## config.mk

```make
export PLATFORM = sky130hd
export DESIGN_NAME = sclkc_top
export DESIGN_NICKNAME = d
export VERILOG_FILES = /design/src/src/sclkc_top.v
export VERILOG_INCLUDE_DIRS = /design/src /design/src/common
export SDC_FILE = /design/constraint.sdc
export NUM_CORES = 1
export LEC_CHECK = 0
export BUFFER_PORTS_ARGS = -buffer_cell sky130_fd_sc_hd__buf_4
export CORE_ASPECT_RATIO = 1.2
export CORE_MARGIN = 5
export CORE_UTILIZATION = 36
export DETAILED_ROUTE_END_ITERATION = 7
export HOLD_SLACK_MARGIN = 0.05
export PLACE_DENSITY = 0.62
export REMOVE_ABC_BUFFERS = 1
export SETUP_SLACK_MARGIN = 0.3
export SLEW_MARGIN = 20
export SYNTH_ARGS = -nofsm -noshare
export SYNTH_HDL_FRONTEND = slang
export SYNTH_SLANG_ARGS = --single-unit
```

## constraint.sdc

```tcl
create_clock -name clk -period 4.27 [get_ports clk]
set_clock_uncertainty 0.05 [all_clocks]
set_input_delay 0.2135 -clock clk [delete_from_list [all_inputs] [get_ports clk]]
set_output_delay 0.2135 -clock clk [all_outputs]
set_load 0.01 [all_outputs]
```

## src/common/sclkc_defines.vh

```
// Purpose: constants of the system clock mode controller
// Assumes: included by src/sclkc_top.v
// Notes: byte offsets on the AXI4-Lite register bus
`ifndef SCLKC_DEFINES_VH
`define SCLKC_DEFINES_VH

`define SCLKC_OFS_SYS_CTRL 5'h00
`define SCLKC_OFS_TG_CTRL 5'h04
`define SCLKC_OFS_INT_CTRL 5'h08
`define SCLKC_OFS_STOP_CTRL 5'h0c
`define SCLKC_OFS_STATUS 5'h10

`define SCLKC_SYS_FAST_OSC 7
`define SCLKC_SYS_SLOW_OSC 6
`define SCLKC_SYS_MAIN_SEL 5
`define SCLKC_SYS_HALT 4
`define SCLKC_SYS_TG_HALT 2
`define SCLKC_SYS_RESET 8'h80

`define SCLKC_TG_DV7 0
`define SCLKC_TG_TBSEL_LO 1
`define SCLKC_TG_TBSEL_HI 3
`define SCLKC_TG_TBEN 4

`define SCLKC_INT_MASTER 0
`define SCLKC_INT_TB 1

`define SCLKC_STOP_START 0
`define SCLKC_STOP_LEVEL 1
`define SCLKC_STOP_WARM_LO 8
`define SCLKC_STOP_WARM_HI 15

`define SCLKC_ST_TBINT 8

`define SCLKC_PRE_W 2
`define SCLKC_DIV_W 21
`define SCLKC_TB_TAP_BASE 5'd13
`define SCLKC_WARM_TAP_LO 13
`define SCLKC_STATES_PER_CYCLE 2'd3

`define SCLKC_RESP_OKAY 2'b00
`define SCLKC_RESP_SLVERR 2'b10

`endif

```

## src/src/sclkc_top.v

```verilog
// Purpose: system clock mode controller with timing generator
// Assumes: fast and slow clock arrive as one-cycle ticks synchronous to clk
// Notes: registers reached over AXI4-Lite, 32-bit data, one word each
//
// Local design decisions: the register addresses and the AXI4-Lite slave port.
`timescale 1ns/100ps
`default_nettype none
`include "sclkc_defines.vh"

// Summary of operation
// - Timing generator: 2-stage prescaler, 21-stage divider, main clock, cycles
// - Prescaler and divider cleared on reset, stop entry and stop release
// - Slow run and sleep modes feed slow clock to stage seven
// - Warm-up after stop entered from fast run feeds stage six to seven
// - Machine cycle is four states, each one main clock period
// - Single clock: fast oscillator only, slow pins are ports, cycle 4/fc
// - Reset enters fast single run
// - Halt request in fast single run enters fast single halt
// - Interrupt releases halt; serviced if master enable, else resume next
// - Timing-generator halt in fast single run enters time-base-only wait
// - Falling edge of chosen tap ends wait, back to fast single run
// - After wait, interrupt serviced only if all three enables set
// - Wait entered with time base enabled sets time base interrupt
// - Dual clock: both oscillators, pins not ports, slow modes 4/fs
// - Main select moves fast/slow dual; fast osc enable slow only/dual
// - Slow-only modes stop stage one input, stages one to six idle
// - Fast dual halt like fast single halt, returns to fast dual run
// - Slow-only halt: slow osc only, peripherals on slow clock, wake
// - Slow dual halt like slow-only halt with fast oscillator running
// - Stop released by pin, level or edge; resume after warm-up
module sclkc_top (
    input wire clk,
    input wire rst_n,
    input wire [4:0] s_axi_awaddr,
    input wire s_axi_awvalid,
    output wire s_axi_awready,
    input wire [31:0] s_axi_wdata,
    input wire [3:0] s_axi_wstrb,
    input wire s_axi_wvalid,
    output wire s_axi_wready,
    output reg [1:0] s_axi_bresp,
    output reg s_axi_bvalid,
    input wire s_axi_bready,
    input wire [4:0] s_axi_araddr,
    input wire s_axi_arvalid,
    output wire s_axi_arready,
    output reg [31:0] s_axi_rdata,
    output reg [1:0] s_axi_rresp,
    output reg s_axi_rvalid,
    input wire s_axi_rready,
    input wire fast_clock_tick,
    input wire slow_clock_tick,
    input wire irq_request,
    input wire stop_release_in,
    output wire [3:0] mode,
    output wire cpu_clock_enable,
    output wire watchdog_clock_enable,
    output wire periph_clock_enable,
    output wire timebase_clock_enable,
    output wire fast_osc_run,
    output wire slow_osc_run,
    output wire slow_osc_pins_are_ports,
    output wire main_clock_tick,
    output reg [1:0] machine_state,
    output reg machine_cycle_end,
    output wire [`SCLKC_DIV_W-1:0] divider,
    output reg wake_int_service,
    output reg wake_resume_next,
    output reg timebase_interrupt
);

    localparam [3:0] M_FSR = 4'h0;
    localparam [3:0] M_FSH = 4'h1;
    localparam [3:0] M_TBW = 4'h2;
    localparam [3:0] M_FDR = 4'h3;
    localparam [3:0] M_FDH = 4'h4;
    localparam [3:0] M_SDR = 4'h5;
    localparam [3:0] M_SOR = 4'h6;
    localparam [3:0] M_SOH = 4'h7;
    localparam [3:0] M_SDH = 4'h8;
    localparam [3:0] M_STOP = 4'h9;
    localparam [3:0] M_WARM = 4'ha;

    reg [3:0] mode_reg;
    reg [3:0] mode_next;
    reg [3:0] ret_mode_reg;
    reg [7:0] sys_reg;
    reg [4:0] tg_reg;
    reg [1:0] int_reg;
    reg stop_level_reg;
    reg [7:0] warm_reg;
    reg [`SCLKC_PRE_W-1:0] pre_reg;
    reg [`SCLKC_DIV_W-1:0] div_reg;
    reg tb_prev_reg;
    reg tb_armed_reg;
    reg stop_pin_prev_reg;
    reg aw_have_reg;
    reg w_have_reg;
    reg [4:0] aw_addr_reg;
    reg [31:0] w_data_reg;
    reg [3:0] w_strb_reg;

    wire do_write = aw_have_reg && w_have_reg && !s_axi_bvalid;
    wire wr_sys = do_write && aw_addr_reg == `SCLKC_OFS_SYS_CTRL
        && w_strb_reg[0];
    wire wr_tg = do_write && aw_addr_reg == `SCLKC_OFS_TG_CTRL
        && w_strb_reg[0];
    wire wr_int = do_write && aw_addr_reg == `SCLKC_OFS_INT_CTRL
        && w_strb_reg[0];
    wire wr_stop = do_write && aw_addr_reg == `SCLKC_OFS_STOP_CTRL;
    wire wr_status = do_write && aw_addr_reg == `SCLKC_OFS_STATUS
        && w_strb_reg[1];
    wire halt_cmd = wr_sys && w_data_reg[`SCLKC_SYS_HALT];
    wire tg_halt_cmd = wr_sys && w_data_reg[`SCLKC_SYS_TG_HALT];
    wire stop_cmd = wr_stop && w_strb_reg[0]
        && w_data_reg[`SCLKC_STOP_START];
    wire wr_known = aw_addr_reg == `SCLKC_OFS_SYS_CTRL
        || aw_addr_reg == `SCLKC_OFS_TG_CTRL
        || aw_addr_reg == `SCLKC_OFS_INT_CTRL
        || aw_addr_reg == `SCLKC_OFS_STOP_CTRL
        || aw_addr_reg == `SCLKC_OFS_STATUS;

    wire fast_osc_en = sys_reg[`SCLKC_SYS_FAST_OSC];
    wire slow_osc_en = sys_reg[`SCLKC_SYS_SLOW_OSC];
    wire main_sel = sys_reg[`SCLKC_SYS_MAIN_SEL];
    wire dv7_sel = tg_reg[`SCLKC_TG_DV7];
    wire tb_en = tg_reg[`SCLKC_TG_TBEN];
    wire [2:0] tb_sel = tg_reg[`SCLKC_TG_TBSEL_HI:`SCLKC_TG_TBSEL_LO];
    wire master_int_enable = int_reg[`SCLKC_INT_MASTER];
    wire tb_ie = int_reg[`SCLKC_INT_TB];

    wire is_slow = mode_reg == M_SDR || mode_reg == M_SOR
        || mode_reg == M_SOH || mode_reg == M_SDH;
    wire is_slow_only = mode_reg == M_SOR || mode_reg == M_SOH;
    wire is_single = mode_reg == M_FSR || mode_reg == M_FSH
        || mode_reg == M_TBW;
    wire is_run = mode_reg == M_FSR || mode_reg == M_FDR
        || mode_reg == M_SDR || mode_reg == M_SOR;
    wire is_halt = mode_reg == M_FSH || mode_reg == M_FDH
        || mode_reg == M_SOH || mode_reg == M_SDH;
    wire in_stop = mode_reg == M_STOP || mode_reg == M_WARM;
    wire warm_from_fast = ret_mode_reg == M_FSR || ret_mode_reg == M_FDR;

    // Divider chain as a counter: each bit toggles on the carry of the one below, except stage seven, fed by stage7_in
    wire pre_carry = fast_clock_tick && pre_reg == {`SCLKC_PRE_W{1'b1}};
    wire stage1_in = pre_carry && !is_slow_only && mode_reg != M_STOP
        && !(mode_reg == M_WARM && !warm_from_fast);
    wire stage6_carry = stage1_in && div_reg[5:0] == 6'h3f;
    reg stage7_in;
    always @* begin
        if (mode_reg == M_WARM) begin
            stage7_in = warm_from_fast ? stage6_carry : slow_clock_tick;
        end else if (is_slow) begin
            stage7_in = slow_clock_tick;
        end else if (mode_reg == M_FDR || mode_reg == M_FDH) begin
            stage7_in = dv7_sel ? slow_clock_tick : stage6_carry;
        end else if (mode_reg == M_STOP) begin
            stage7_in = 1'b0;
        end else begin
            // Select bit ignored in single clock so a stray write is harmless
            stage7_in = stage6_carry;
        end
    end

    wire stop_entry = mode_reg != M_STOP && mode_next == M_STOP;
    wire stop_exit = mode_reg == M_STOP && mode_next == M_WARM;
    wire [4:0] tb_idx = `SCLKC_TB_TAP_BASE + {2'b00, tb_sel};
    wire tb_tap = div_reg[tb_idx];
    wire tb_fall = tb_prev_reg && !tb_tap;
    wire stop_pin_hit = stop_level_reg ? stop_release_in
        : (stop_release_in && !stop_pin_prev_reg);
    wire warm_done = div_reg[`SCLKC_DIV_W-1:`SCLKC_WARM_TAP_LO] >= warm_reg;

    always @(posedge clk or negedge rst_n) begin
        if (!rst_n) begin
            pre_reg <= {`SCLKC_PRE_W{1'b0}};
            div_reg <= {`SCLKC_DIV_W{1'b0}};
            tb_prev_reg <= 1'b0;
            stop_pin_prev_reg <= 1'b0;
        end else begin
            tb_prev_reg <= tb_tap;
            stop_pin_prev_reg <= stop_release_in;
            if (stop_entry || stop_exit) begin
                pre_reg <= {`SCLKC_PRE_W{1'b0}};
                div_reg <= {`SCLKC_DIV_W{1'b0}};
            end else begin
                if (fast_clock_tick && !is_slow_only) begin
                    pre_reg <= pre_reg + 1'b1;
                end
                if (stage1_in) begin
                    div_reg[5:0] <= div_reg[5:0] + 1'b1;
                end
                if (stage7_in) begin
                    div_reg[20:6] <= div_reg[20:6] + 1'b1;
                end
            end
        end
    end

    // Mode sequencer; stop and halt commands win over oscillator enable changes
    always @* begin
        mode_next = mode_reg;
        case (mode_reg)
            M_FSR: begin
                if (stop_cmd) begin
                    mode_next = M_STOP;
                end else if (halt_cmd) begin
                    mode_next = M_FSH;
                end else if (tg_halt_cmd) begin
                    mode_next = M_TBW;
                end else if (slow_osc_en) begin
                    mode_next = M_FDR;
                end
            end
            M_FSH: begin
                if (irq_request) begin
                    mode_next = M_FSR;
                end
            end
            M_TBW: begin
                if (tb_fall) begin
                    mode_next = M_FSR;
                end
            end
            M_FDR: begin
                if (stop_cmd) begin
                    mode_next = M_STOP;
                end else if (halt_cmd) begin
                    mode_next = M_FDH;
                end else if (main_sel) begin
                    mode_next = M_SDR;
                end else if (!slow_osc_en) begin
                    mode_next = M_FSR;
                end
            end
            M_FDH: begin
                if (irq_request) begin
                    mode_next = M_FDR;
                end
            end
            M_SDR: begin
                if (stop_cmd) begin
                    mode_next = M_STOP;
                end else if (halt_cmd) begin
                    mode_next = M_SDH;
                end else if (!main_sel) begin
                    mode_next = M_FDR;
                end else if (!fast_osc_en) begin
                    mode_next = M_SOR;
                end
            end
            M_SOR: begin
                if (stop_cmd) begin
                    mode_next = M_STOP;
                end else if (halt_cmd) begin
                    mode_next = M_SOH;
                end else if (fast_osc_en) begin
                    mode_next = M_SDR;
                end
            end
            M_SOH: begin
                if (irq_request) begin
                    mode_next = M_SOR;
                end
            end
            M_SDH: begin
                if (irq_request) begin
                    mode_next = M_SDR;
                end
            end
            M_STOP: begin
                if (stop_pin_hit) begin
                    mode_next = M_WARM;
                end
            end
            M_WARM: begin
                if (warm_done) begin
                    mode_next = ret_mode_reg;
                end
            end
            default: begin
                mode_next = M_FSR;
            end
        endcase
    end

    always @(posedge clk or negedge rst_n) begin
        if (!rst_n) begin
            mode_reg <= M_FSR;
            ret_mode_reg <= M_FSR;
            tb_armed_reg <= 1'b0;
            wake_int_service <= 1'b0;
            wake_resume_next <= 1'b0;
            timebase_interrupt <= 1'b0;
        end else begin
            mode_reg <= mode_next;
            wake_int_service <= 1'b0;
            wake_resume_next <= 1'b0;
            if (stop_entry) begin
                ret_mode_reg <= mode_reg;
            end
            if (mode_reg == M_FSR && mode_next == M_TBW) begin
                tb_armed_reg <= tb_en;
            end
            if (is_halt && irq_request) begin
                wake_int_service <= master_int_enable;
                wake_resume_next <= !master_int_enable;
            end
            if (mode_reg == M_TBW && tb_fall) begin
                wake_int_service <= master_int_enable && tb_ie && tb_en;
                wake_resume_next <= !(master_int_enable && tb_ie && tb_en);
            end
            if (mode_reg == M_WARM && warm_done) begin
                wake_resume_next <= 1'b1;
            end
            // Hardware set wins over a clear in the same cycle
            if (mode_reg == M_TBW && tb_fall && tb_armed_reg) begin
                timebase_interrupt <= 1'b1;
            end else if (wr_status && w_data_reg[`SCLKC_ST_TBINT]) begin
                timebase_interrupt <= 1'b0;
            end
        end
    end

    assign main_clock_tick = is_slow ? slow_clock_tick
        : (!in_stop && fast_clock_tick);

    always @(posedge clk or negedge rst_n) begin
        if (!rst_n) begin
            machine_state <= 2'b00;
            machine_cycle_end <= 1'b0;
        end else begin
            machine_cycle_end <= 1'b0;
            if (in_stop) begin
                machine_state <= 2'b00;
            end else if (main_clock_tick) begin
                machine_state <= machine_state + 1'b1;
                machine_cycle_end <=
                    machine_state == `SCLKC_STATES_PER_CYCLE;
            end
        end
    end

    assign mode = mode_reg;
    assign cpu_clock_enable = is_run;
    assign watchdog_clock_enable = is_run;
    assign periph_clock_enable = !in_stop && mode_reg != M_TBW;
    assign timebase_clock_enable = !in_stop;
    assign fast_osc_run = !is_slow_only
        && mode_reg != M_STOP && !(mode_reg == M_WARM && !warm_from_fast);
    assign slow_osc_run = !is_single && !in_stop;
    assign slow_osc_pins_are_ports = is_single;
    assign divider = div_reg;

    // Register bus: address and data taken in either order
    assign s_axi_awready = !aw_have_reg && !s_axi_bvalid;
    assign s_axi_wready = !w_have_reg && !s_axi_bvalid;
    assign s_axi_arready = !s_axi_rvalid;

    always @(posedge clk or negedge rst_n) begin
        if (!rst_n) begin
            aw_have_reg <= 1'b0;
            w_have_reg <= 1'b0;
            aw_addr_reg <= 5'h00;
            w_data_reg <= 32'h0000_0000;
            w_strb_reg <= 4'h0;
            s_axi_bvalid <= 1'b0;
            s_axi_bresp <= `SCLKC_RESP_OKAY;
            sys_reg <= `SCLKC_SYS_RESET;
            tg_reg <= 5'h00;
            int_reg <= 2'b00;
            stop_level_reg <= 1'b0;
            warm_reg <= 8'h00;
        end else begin
            if (s_axi_awvalid && s_axi_awready) begin
                aw_have_reg <= 1'b1;
                aw_addr_reg <= {s_axi_awaddr[4:2], 2'b00};
            end
            if (s_axi_wvalid && s_axi_wready) begin
                w_have_reg <= 1'b1;
                w_data_reg <= s_axi_wdata;
                w_strb_reg <= s_axi_wstrb;
            end
            if (do_write) begin
                aw_have_reg <= 1'b0;
                w_have_reg <= 1'b0;
                s_axi_bvalid <= 1'b1;
                s_axi_bresp <= wr_known ? `SCLKC_RESP_OKAY
                    : `SCLKC_RESP_SLVERR;
            end else if (s_axi_bvalid && s_axi_bready) begin
                s_axi_bvalid <= 1'b0;
            end
            // Halt commands act once and are never stored
            if (wr_sys) begin
                sys_reg <= {w_data_reg[7:5], 5'b00000};
            end
            if (wr_tg) begin
                tg_reg <= w_data_reg[4:0];
            end
            if (wr_int) begin
                int_reg <= w_data_reg[1:0];
            end
            if (wr_stop && w_strb_reg[0]) begin
                stop_level_reg <= w_data_reg[`SCLKC_STOP_LEVEL];
            end
            if (wr_stop && w_strb_reg[1]) begin
                warm_reg <= w_data_reg[`SCLKC_STOP_WARM_HI:`SCLKC_STOP_WARM_LO];
            end
        end
    end

    always @(posedge clk or negedge rst_n) begin
        if (!rst_n) begin
            s_axi_rvalid <= 1'b0;
            s_axi_rdata <= 32'h0000_0000;
            s_axi_rresp <= `SCLKC_RESP_OKAY;
        end else if (s_axi_arvalid && s_axi_arready) begin
            s_axi_rvalid <= 1'b1;
            s_axi_rresp <= `SCLKC_RESP_OKAY;
            case ({s_axi_araddr[4:2], 2'b00})
                `SCLKC_OFS_SYS_CTRL: begin
                    // Main select reads back as the clock really in use
                    s_axi_rdata <= {24'h000000, sys_reg[7:6], is_slow,
                        5'b00000};
                end
                `SCLKC_OFS_TG_CTRL: begin
                    s_axi_rdata <= {27'h0000000, tg_reg};
                end
                `SCLKC_OFS_INT_CTRL: begin
                    s_axi_rdata <= {30'h00000000, int_reg};
                end
                `SCLKC_OFS_STOP_CTRL: begin
                    s_axi_rdata <= {16'h0000, warm_reg, 6'h00,
                        stop_level_reg, 1'b0};
                end
                `SCLKC_OFS_STATUS: begin
                    s_axi_rdata <= {23'h000000, timebase_interrupt, 2'b00,
                        machine_state, mode_reg};
                end
                default: begin
                    s_axi_rdata <= 32'h0000_0000;
                    s_axi_rresp <= `SCLKC_RESP_SLVERR;
                end
            endcase
        end else if (s_axi_rvalid && s_axi_rready) begin
            s_axi_rvalid <= 1'b0;
        end
    end

endmodule
`default_nettype wire

```

==> results of run 1 <==
-- per-stage QoR --
stage | instances | worst slack, ps
floorplan | 534 | 685
global placement | 843 | 894
detailed placement | 843 | 863
CTS | 885 | 843
global route | 885 | 509
finish | 885 | 832
-- synth_stat cells (all sizes together) (2+ instances only) --
cell,n
a2bb2oi,4
mux4,2
nor2b,12
nor2,38
nor4,8
nor3b,6
inv,20
a22o,14
dfrtp,101
xnor2,18
a211oi,3
ha,14
and3,3
and2,7
o21a,2
nor3,34
o211ai,3
clkbuf,15
or2,3
nand2,54
a21o,3
xor2,6
a22oi,4
a21oi,16
mux2,38
mux2i,11
nand4,8
o21ai,34
a31oi,5
nand2b,5
o311ai,2
buf,31
or3,3
nand3,12
-- cell type report --
cell class	instances	area share
clock inverter	5	0.0123
inverter	20	0.0107
sequential	102	0.364
tap	204	0.0364
timing repair buffer	131	0.149
clock buffer	11	0.0360
multi-input combinational	412	0.391
-- power groups by stage --
stage | clock network, W | registers (W) | logic [W]
after floorplan | 0 | 0.00163 | 0.00105
after global placement | 0 | 0.00167 | 0.00169
after detailed placement | 0 | 0.00168 | 0.00172
after CTS | 0.000952 | 0.00166 | 0.00176
after global routing | 0.000991 | 0.00171 | 0.00193
final | 0.000931 | 0.00166 | 0.00174
-- worst min path at each step --
stage / start / endpoint / slack [ps] / cells after the start
floorplan: rst_n / aw_addr_reg[2]$_DFFE_PN0P_ / -130 / 0
global placement: rst_n / s_axi_rdata[7]$_DFFE_PN0P_ / 290 / 1
detailed placement: stop_release_in / stop_pin_prev_reg$_DFF_PN0_ / 300 / 1
CTS: s_axi_araddr[3] / s_axi_rdata[5]$_DFFE_PN0P_ / 50 / 2
global route: s_axi_araddr[3] / s_axi_rdata[5]$_DFFE_PN0P_ / 80 / 2
finish: s_axi_araddr[3] / s_axi_rdata[5]$_DFFE_PN0P_ / 70 / 2
-- logic make-up after synthesis --
group,after synthesis,share of synthesized area
compound gates,105,0.126
xor+xnor,24,0.0377
fa+ha+maj,14,0.0314
buf+inv,66,0.0630
flops,102,0.458
mux,51,0.104
other cells,1,0.000672
simple gates,200,0.179
-- layer usage --
layer,part of all wire,vias up
met5,0,-
met4,0.019,0
met3,0.049,19
met2,0.50,119
met1,0.43,2218
li1,-,2206
==> impl_metrics.yaml, run 1 <==
run_status:
  outcome: "complete, no violations"
synthesis:
  ys_warn_count: 0
  synth_top_area_share: 0.453
  avgSynthCellArea_um2: 9.91
  synthCells: 563
  synth_edf_count: 0
  ys_ff_latch: 102
  synth_largest_area_cell: "dfrtp_1"
  ys_types: 64
  synth_ff_type: "dfrtp_1"
  async_flop_share: 1.00
  synthesis.area_um2: 5580
  yosysSeqAreaShare: 0.458
  ys_top_cells_by_area: "dfrtp_1 (45%), mux2_2 (6.9%), nand2_1 (3.6%)"
place:
  dp_hpwl_um: 11000
  port_buffers: 96
  gp_congestion: 0.821
  placed_cell_area_um2: 6420
setup_path:
  cp_max_fo: 16
  worstSetupStartpointType: "register"
  slowest_stage: "and4b_1"
  path_common_cell: "ha_1"
  rr_endpoint: "divider[8]$_DFFE_PN0P_"
  crit_path_max_incr_delay_ps: 610
  critical_path_depth: 11
  crit_type: "register to register"
  required_ps: 4460
  critPathBufInv: 2
  cpLargestDelayFamily: "simple AND/OR/NAND/NOR gates"
  cp-startpoint: "tg_reg[2]$_DFFE_PN0P_"
  crit_end: "divider[8]$_DFFE_PN0P_"
  end_kind: "register"
  worstPathArrival_ps: 3620
  reg2reg_from: "tg_reg[2]$_DFFE_PN0P_"
  cp_cell_sequence: "ha_1 -> inv_1 -> ha_1 -> mux4_2 -> a2bb2oi_1 -> nand4_1 -> o311ai_2 -> a2111o_1 -> and4b_1 -> buf_4 -> nor3_1"
  r2r_cells: 11
  r2r_slack_ps: 830
clock_tree:
  postCtsHoldBufs: 26
  cts_made_buffers: 9
  cts_setup_buffers: 0
  worstSkewPairLatency_ps: 360
  cts_tree: "yes"
  cts_resized: 0
  clock-root-buffer: "clkbuf_16"
  cts_sinks: 102
  max-clock-path-buffers: 2
  cts-htree-levels: 3
  clk_pin_slew_ps: 70
layout:
  n_antenna_cell: 0
  n_fill_cell: 1443
  layout.nets: 747
  area_growth_pct: 25.7
  final_cell_mix: "buf_4 (105), dfrtp_1 (101), nand2_1 (54)"
  largest_reg_flops: 21
  final_util: 0.465
  final_cell_area_um2: 7020
  final_layout_size_suffix_gt1_frac: 0.241
  multi_input_area_um2: 2740
  final_common_cell: "buf_4"
  regArea_um2: 2550
floorplan:
  initial_core_util: 0.370
  io_pins: 137
  fp-row-count: 49
  fp.dieW_um: 124
  die_h_um: 146
  die-area_um2: 18100
  core_area_um2: 15100
routing:
  finalWirelength_um: 15100
  drtIter0Drc: 199
  drcViolationCount: 0
  avgViaCountPerCell: 5.15
  wl_per_cell_um: 17.0
  vias: 4562
  first_pass_iters: 4
  ant_nets: 0
global_routing:
  grt_start_max_net_pins: 63
  busiest_layer: "met2"
  grt_first_pass_wirelength_um: 24400
  gr-total-overflow: 0
  use_met2: 0.283
  grt_use_total: 0.171
  grt_pass1_vias: 4662
  met3_usage: 0.0286
  antenna_found_initial: 0
  grtUsageMet1: 0.223
power_and_ir_drop:
  p_int_w: 0.00270
  power_density_nw_per_um2: 617
  leakage_nw: 3.13
  combPwrFrac: 0.401
  p_total_w: 0.00433
  pwr-share-seq: 0.384
  p_switching_w: 0.00163
  clkPwrFrac: 0.215
  ir_worst_vdd_uv: 220
  p_sw_frac: 0.377
sta:
  period_share: 0.805
  whs_ps: 66.2
  drv_slew: 0
  setup_viol: 0
  worstMarginPinSlew_ps: 976
  setup_tns_ps: 0
  slew_headroom: 0.348
  period_needed_ps: 3440
  max_freq_ghz: 0.291
  rsz0062_at_grt: "false"
  hold_violations: 0
job:
  max-cap-violations: 0
min_path:
  hold_path.class: "input pin to register"
Note: power is estimated with default switching activity, not from simulation.
==> run 2: changes to the inputs <==
--- a/config.mk
+++ b/config.mk
@@ -6,13 +6,14 @@
 export SDC_FILE = /design/constraint.sdc
 export NUM_CORES = 1
 export LEC_CHECK = 0
+export ABC_AREA = 1
 export BUFFER_PORTS_ARGS = -buffer_cell sky130_fd_sc_hd__buf_4
 export CORE_ASPECT_RATIO = 1.2
 export CORE_MARGIN = 5
 export CORE_UTILIZATION = 36
 export DETAILED_ROUTE_END_ITERATION = 7
 export HOLD_SLACK_MARGIN = 0.05
-export PLACE_DENSITY = 0.62
+export PLACE_DENSITY = 0.61
 export REMOVE_ABC_BUFFERS = 1
 export SETUP_SLACK_MARGIN = 0.3
 export SLEW_MARGIN = 20
==> constraint.sdc (replaced) <==
create_clock -name clk -period 3.52 [get_ports clk]
set_clock_uncertainty 0.05 [all_clocks]
set_input_delay 0.176 -clock clk [delete_from_list [all_inputs] [get_ports clk]]
set_output_delay 0.176 -clock clk [all_outputs]
set_load 0.01 [all_outputs]
==> run 2 against run 1 <==
  * Worst hold slack got worse by 21 ps
  * Final area increased by 3.6%
  * Sequential share of layout area decreased by 1.2 points
  * Power increased by 30%
  * Clock power decreased by 3.3%
  * Sequential power increased by 24%
  * Synthesized area increased by 6.0%
  * Combinational power increased by 53%
  * Routed wire length decreased by 1.9%
  * Utilization decreased by 1.7 points
==> impl_metrics.yaml, run 2 <==
setup_path:
  r2r_slack_ps: 610
  worstSetupStartpointType: "register"
  required_ps: 3700
  cp_max_fo: 13
  crit_type: "register to register"
  reg2reg_from: "tg_reg[1]$_DFFE_PN0P_"
  r2r_cells: 18
  rr_endpoint: "divider[10]$_DFFE_PN0P_"
  worstPathArrival_ps: 3100
  end_kind: "register"
sta:
  max_freq_ghz: 0.343
  rsz0062_at_grt: "false"
  period_share: 0.828
  setup_tns_ps: 0
  worstMarginPinSlew_ps: 960
  setup_viol: 0
  slew_headroom: 0.359
  hold_violations: 0
  drv_slew: 0
  period_needed_ps: 2910
  fin_ws_ps: 606
power_and_ir_drop:
  leakage_nw: 3.72
  ir_worst_vdd_uv: 342
  clkPwrFrac: 0.160
  pwr-share-seq: 0.366
  power_density_nw_per_um2: 773
  p_int_w: 0.00319
  combPwrFrac: 0.474
  p_switching_w: 0.00243
  p_sw_frac: 0.432
  p_total_w: 0.00562
synthesis:
  synth_ff_type: "dfrtp_1"
  synthesis.area_um2: 5920
  ys_top_cells_by_area: "dfrtp_1 (43%), nand2_1 (12%), inv_1 (6.3%)"
  async_flop_share: 1.00
  synth_largest_area_cell: "dfrtp_1"
  ys_types: 39
  synth_compound_area_frac: 0.0751
  synthCells: 744
  synth_simple_gate_area_frac: 0.308
  synth.area.mux_share: 0.0283
  avgSynthCellArea_um2: 7.95
  ys_warn_count: 0
  synth_edf_count: 0
  ys_ff_latch: 102
  synth_common_cells: "nand2_1 (192), dfrtp_1 (101), inv_1 (99), nor2_1 (69), nand3_1 (54)"
  synth_top_area_share: 0.427
  synthAdderAreaFrac: 0.0296
  synth_xor_area_frac: 0.0207
  synth.most_common_cell: "nand2_1"
  synth_top_family_by_area: "simple AND/OR/NAND/NOR gates"
  yosysSeqAreaShare: 0.432
routing:
  drcViolationCount: 0
  avgViaCountPerCell: 4.67
  drtIter0Drc: 349
  finalWirelength_um: 14800
  vias: 5051
  ant_nets: 0
  first_pass_iters: 4
  wl_per_cell_um: 13.7
clock_tree:
  cts_made_buffers: 9
  clock-root-buffer: "clkbuf_16"
  worstSkewPairLatency_ps: 350
  cts_setup_buffers: 0
  max-clock-path-buffers: 2
  cts-htree-levels: 3
  cts_sinks: 102
  clk_pin_slew_ps: 60
  cts_tree: "yes"
place:
  gp_congestion: 0.874
  dpl_worst_slack_ps: 516
  port_buffers: 96
  dp_hpwl_um: 11500
layout:
  final_common_cell: "nand2_1"
  final_layout_size_suffix_gt1_frac: 0.200
  n_antenna_cell: 0
  largest_reg_flops: 21
  n_fill_cell: 1680
  layout.nets: 935
  final_cell_mix: "nand2_1 (192), dfrtp_1 (100), inv_1 (99), buf_4 (99), nor2_1 (69)"
  area_growth_pct: 22.8
global_routing:
  grt_use_total: 0.159
  grt_start_max_net_pins: 65
  grt_first_pass_wirelength_um: 24500
  grt_pass1_vias: 4854
  antenna_found_initial: 0
  gr-total-overflow: 0
floorplan:
  fp-row-count: 51
  io_pins: 137
  fp.dieW_um: 127
  initial_core_util: 0.365
  die-area_um2: 19100
  die_h_um: 150
  core_area_um2: 16200
min_path:
  hp-start: "s_axi_wdata[6]"
  hold_path_end: "w_data_reg[6]$_DFFE_PN0P_"
  hold_depth: 3
  hold_path.class: "input pin to register"
run_status:
  outcome: "complete, no violations"
job:
  max-cap-violations: 0
## run 2: kinds of logic (layout without fill, tap and decap cells)
logic type | count (synthesis) | in the layout
simple gates | 382 | 382
xor+xnor | 14 | 14
mux | 15 | 15
buf+inv | 135 | 243
fa+ha+maj | 14 | 14
compound gates | 81 | 81
other cells | 1 | 18
flops | 102 | 102
## run 2: power groups by stage
stage                     logic (W)  registers (W)  clock network, W
final                       0.00267        0.00206          0.000900
after CTS                   0.00270        0.00205          0.000922
after detailed placement    0.00267        0.00207                 0
after floorplan             0.00178        0.00201                 0
after global routing        0.00305        0.00213          0.000963
after global placement      0.00263        0.00207                 0
## run 2: metal layers
| metal | wire (um) | track usage |
|---|---|---|
| met5 | 0 | 0 |
| met2 | 7050 | 0.266 |
| met4 | 276 | 0.0558 |
| met1 | 6790 | 0.210 |
| met3 | 679 | 0.0259 |
## run 2: what timing repair did
action / 4_1_cts / 5_1_grt
endpoints found under the hold margin: 84 / 0
resized for setup: 0 / 1
endpoints found under the setup margin: 0 / 11
hold buffers: 24 / 0
## run 2: worst max-delay path by stage
stage / start / endpoint / slack, ps / cells past startpoint
after floorplan: tg_reg[1]$_DFFE_PN0P_ / divider[20]$_DFFE_PN0P_ / 920 / 17
after global placement: tg_reg[1]$_DFFE_PN0P_ / divider[11]$_DFFE_PN0P_ / 560 / 18
after detailed placement: tg_reg[1]$_DFFE_PN0P_ / divider[10]$_DFFE_PN0P_ / 520 / 18
after CTS: tg_reg[1]$_DFFE_PN0P_ / divider[12]$_DFFE_PN0P_ / 460 / 18
after global routing: tg_reg[1]$_DFFE_PN0P_ / divider[11]$_DFFE_PN0P_ / 310 / 18
final: tg_reg[1]$_DFFE_PN0P_ / divider[10]$_DFFE_PN0P_ / 610 / 18
## run 2: final cells by class
class,instances,area [um^2],area share
sequential,102,2550,0.352
clock buffer,14,244,0.0336
tap,212,265,0.0365
timing repair buffer,124,1000,0.138
clock inverter,2,12.5,0.00172
multi-input combinational,524,2800,0.385
inverter,103,387,0.0532
## run 2: stage by stage
stage / area, um^2 / hold slack, ps / instances / utilization
after floorplan: 5740 / -170 / 729 / -
after global placement: 6770 / 264 / 1041 / 0.418
after detailed placement: 6770 / 267 / 1041 / 0.418
after CTS: 7270 / 55.7 / 1081 / 0.448
after global routing: 7270 / 61.4 / 1081 / 0.448
final: 7270 / 45.7 / 1081 / 0.448
## run 2: worst max-delay path, stage by stage, from the launching register on
cell     delay [ps]
dfrtp_2         500
ha_1            180
inv_1            40
ha_1            340
nor2_1          170
nand3_1         100
nand2_1          70
inv_1            40
nand3_1          60
nand2_1          50
nand2_1          80
nand3_1         110
nand2_1          90
nand2_2         100
nor2_4          130
nand2_4          80
nand2_4         290
buf_12          240
nor2_4           40
==> run 3: changes to the inputs <==
==> constraint.sdc (replaced) <==
create_clock -name clk -period 3 [get_ports clk]
set_clock_uncertainty 0.05 [all_clocks]
set_input_delay 0.15 -clock clk [delete_from_list [all_inputs] [get_ports clk]]
set_output_delay 0.15 -clock clk [all_outputs]
set_load 0.01 [all_outputs]
==> run 3 against run 2 <==
  * Clock-buffer cell count fell by 2
  * Power rose by 23%
  * Non-clock buffer count rose by 14
  * Die area did not move
  * Worst hold slack improved by 35 ps
  * Sequential share of layout area fell by 1.2 points
  * Register-to-register slack got worse by 80 ps
  * Critical endpoint is now divider[13]$_DFFE_PN0P_
  * Clock power rose by 30%
  * Largest power group unchanged
  * Sequential cell count did not move
==> impl_metrics.yaml, run 3 (synthesis results as in run 2) <==
power_and_ir_drop:
  ir_worst_vdd_uv: 455
  leakage_nw: 3.83
  p_sw_frac: 0.425
  p_int_w: 0.00399
  clkPwrFrac: 0.168
  pwr-share-seq: 0.344
  power_density_nw_per_um2: 922
  combPwrFrac: 0.488
  p_switching_w: 0.00295
layout:
  layout.nets: 950
  final_cell_area_um2: 7520
  final_common_cell: "nand2_1"
  final_cell_mix: "nand2_1 (191), buf_4 (107), dfrtp_1 (100)"
  n_antenna_cell: 0
  fin_cells: 1096
  area_growth_pct: 27.0
  largest_reg_flops: 21
  final_layout_size_suffix_gt1_frac: 0.222
routing:
  first_pass_iters: 4
  vias: 5108
  drtIter0Drc: 279
  wl_per_cell_um: 13.7
  avgViaCountPerCell: 4.66
  finalWirelength_um: 15000
  drcViolationCount: 0
  ant_nets: 0
floorplan:
  core_area_um2: 16200
  fp-row-count: 51
  die_h_um: 150
  die-area_um2: 19100
  io_pins: 137
  fp.dieW_um: 127
  initial_core_util: 0.365
setup_path:
  critPathBufInv: 2
  crit_type: "register to register"
  crit_path_max_incr_delay_ps: 550
  slowest_stage: "dfrtp_1"
  end_kind: "register"
  worstSetupStartpointType: "register"
  cp_max_fo: 7
  cp_cell_sequence: "inv_2 -> nand2_4 -> nor2_4 -> nand2_2 -> nand3_1 -> nor2_1 -> nand3_1 -> nor2_1 -> nand2_4 -> nor2_4 -> nand2_4 -> nand2_8 -> clkbuf_16 -> nor2_4"
  required_ps: 3190
  cpLargestDelayFamily: "simple AND/OR/NAND/NOR gates"
  worstPathArrival_ps: 2660
global_routing:
  grt_first_pass_wirelength_um: 24300
  antenna_found_initial: 0
  gr-total-overflow: 0
  grt_use_total: 0.158
  grt_pass1_vias: 4855
  grt_start_max_net_pins: 86
clock_tree:
  clock-root-buffer: "clkbuf_16"
  cts-htree-levels: 3
  cts_tree: "yes"
  clk_pin_slew_ps: 70
  cts_sinks: 102
  cts_made_buffers: 9
  max-clock-path-buffers: 2
  worstSkewPairLatency_ps: 350
sta:
  drv_slew: 0
  period_share: 0.825
  setup_tns_ps: 0
  slew_headroom: 0.364
  hold_violations: 0
  fin_ws_ps: 524
  max_freq_ghz: 0.404
  rsz0062_at_grt: "false"
  worstMarginPinSlew_ps: 951
  period_needed_ps: 2480
  setup_viol: 0
job:
  max-cap-violations: 0
run_status:
  outcome: "complete, no violations"
place:
  dp_hpwl_um: 11300
  port_buffers: 96
  dp_cells: 1048
  gp_congestion: 0.897
  placed_cell_area_um2: 6820
  dpl_worst_slack_ps: 356
min_path:
  hold_path.class: "input pin to register"
run 3: path summary, 6_finish.rpt:
| kind | end | startpoint | slack, ps | cells past startpoint |
|---|---|---|---|---|
| min reg2reg | s_axi_rdata[3]$_DFFE_PN0P_ | s_axi_rdata[3]$_DFFE_PN0P_ | 430 | 2 |
| min in group asynchronous | w_data_reg[11]$_DFFE_PN0P_ | rst_n | 370 | 2 |
| max | divider[13]$_DFFE_PN0P_ | mode[2]$_DFF_PN0_ | 520 | 14 |
| max in group asynchronous | w_data_reg[4]$_DFFE_PN0P_ | rst_n | 1840 | 3 |
| min | aw_have_reg$_DFFE_PN0P_ | s_axi_awvalid | 80 | 3 |
| max reg2reg | divider[13]$_DFFE_PN0P_ | mode[2]$_DFF_PN0_ | 520 | 14 |
run 3: through the flow:
step	hold slack (ps)	utilization	power, W
4_1_cts	82.9	0.454	0.00681
3_5_place_dp	237	0.421	0.00560
2_1_floorplan	-196	-	0.00445
3_3_place_gp	236	0.421	0.00554
6_report	81.1	0.464	0.00693
5_1_grt	123	0.464	0.00757
run 3: layout make-up:
type / instances / area (um^2)
clock inverter: 4 / 55.1
sequential: 102 / 2550
fill: 1661 / 8690
multi-input combinational: 525 / 2880
tap: 212 / 265
clock buffer: 12 / 236
timing repair buffer: 138 / 1140
inverter: 103 / 387
run 3: metal layers:
layer / GRT usage / wire [um] / share of wire / up-vias
li1: - / - / - / 2607
met1: 0.211 / 6790 / 0.45 / 2347
met2: 0.261 / 7110 / 0.47 / 123
met3: 0.0234 / 639 / 0.043 / 31
met4: 0.0606 / 479 / 0.032 / 0
met5: 0 / 0 / 0 / -
run 3: worst min-delay path: cells and delay by family:
kind	cells	cell delay, ps
buffers and inverters	1	70
AND/OR/NAND/NOR	2	220
run 3: power groups by stage:
stage	clock network, W	logic [W]	registers, W
after floorplan	0	0.00209	0.00236
after global placement	0	0.00316	0.00239
after detailed placement	0	0.00320	0.00240
after CTS	0.00119	0.00324	0.00237
after global routing	0.00126	0.00386	0.00246
final	0.00117	0.00339	0.00238
run 3: timing repair:
item	CTS	global route
endpoints found under the setup margin	0	24
hold buffers	25	0
hold endpoints to repair	106	0
resized for setup	0	16
buffers inserted	0	5
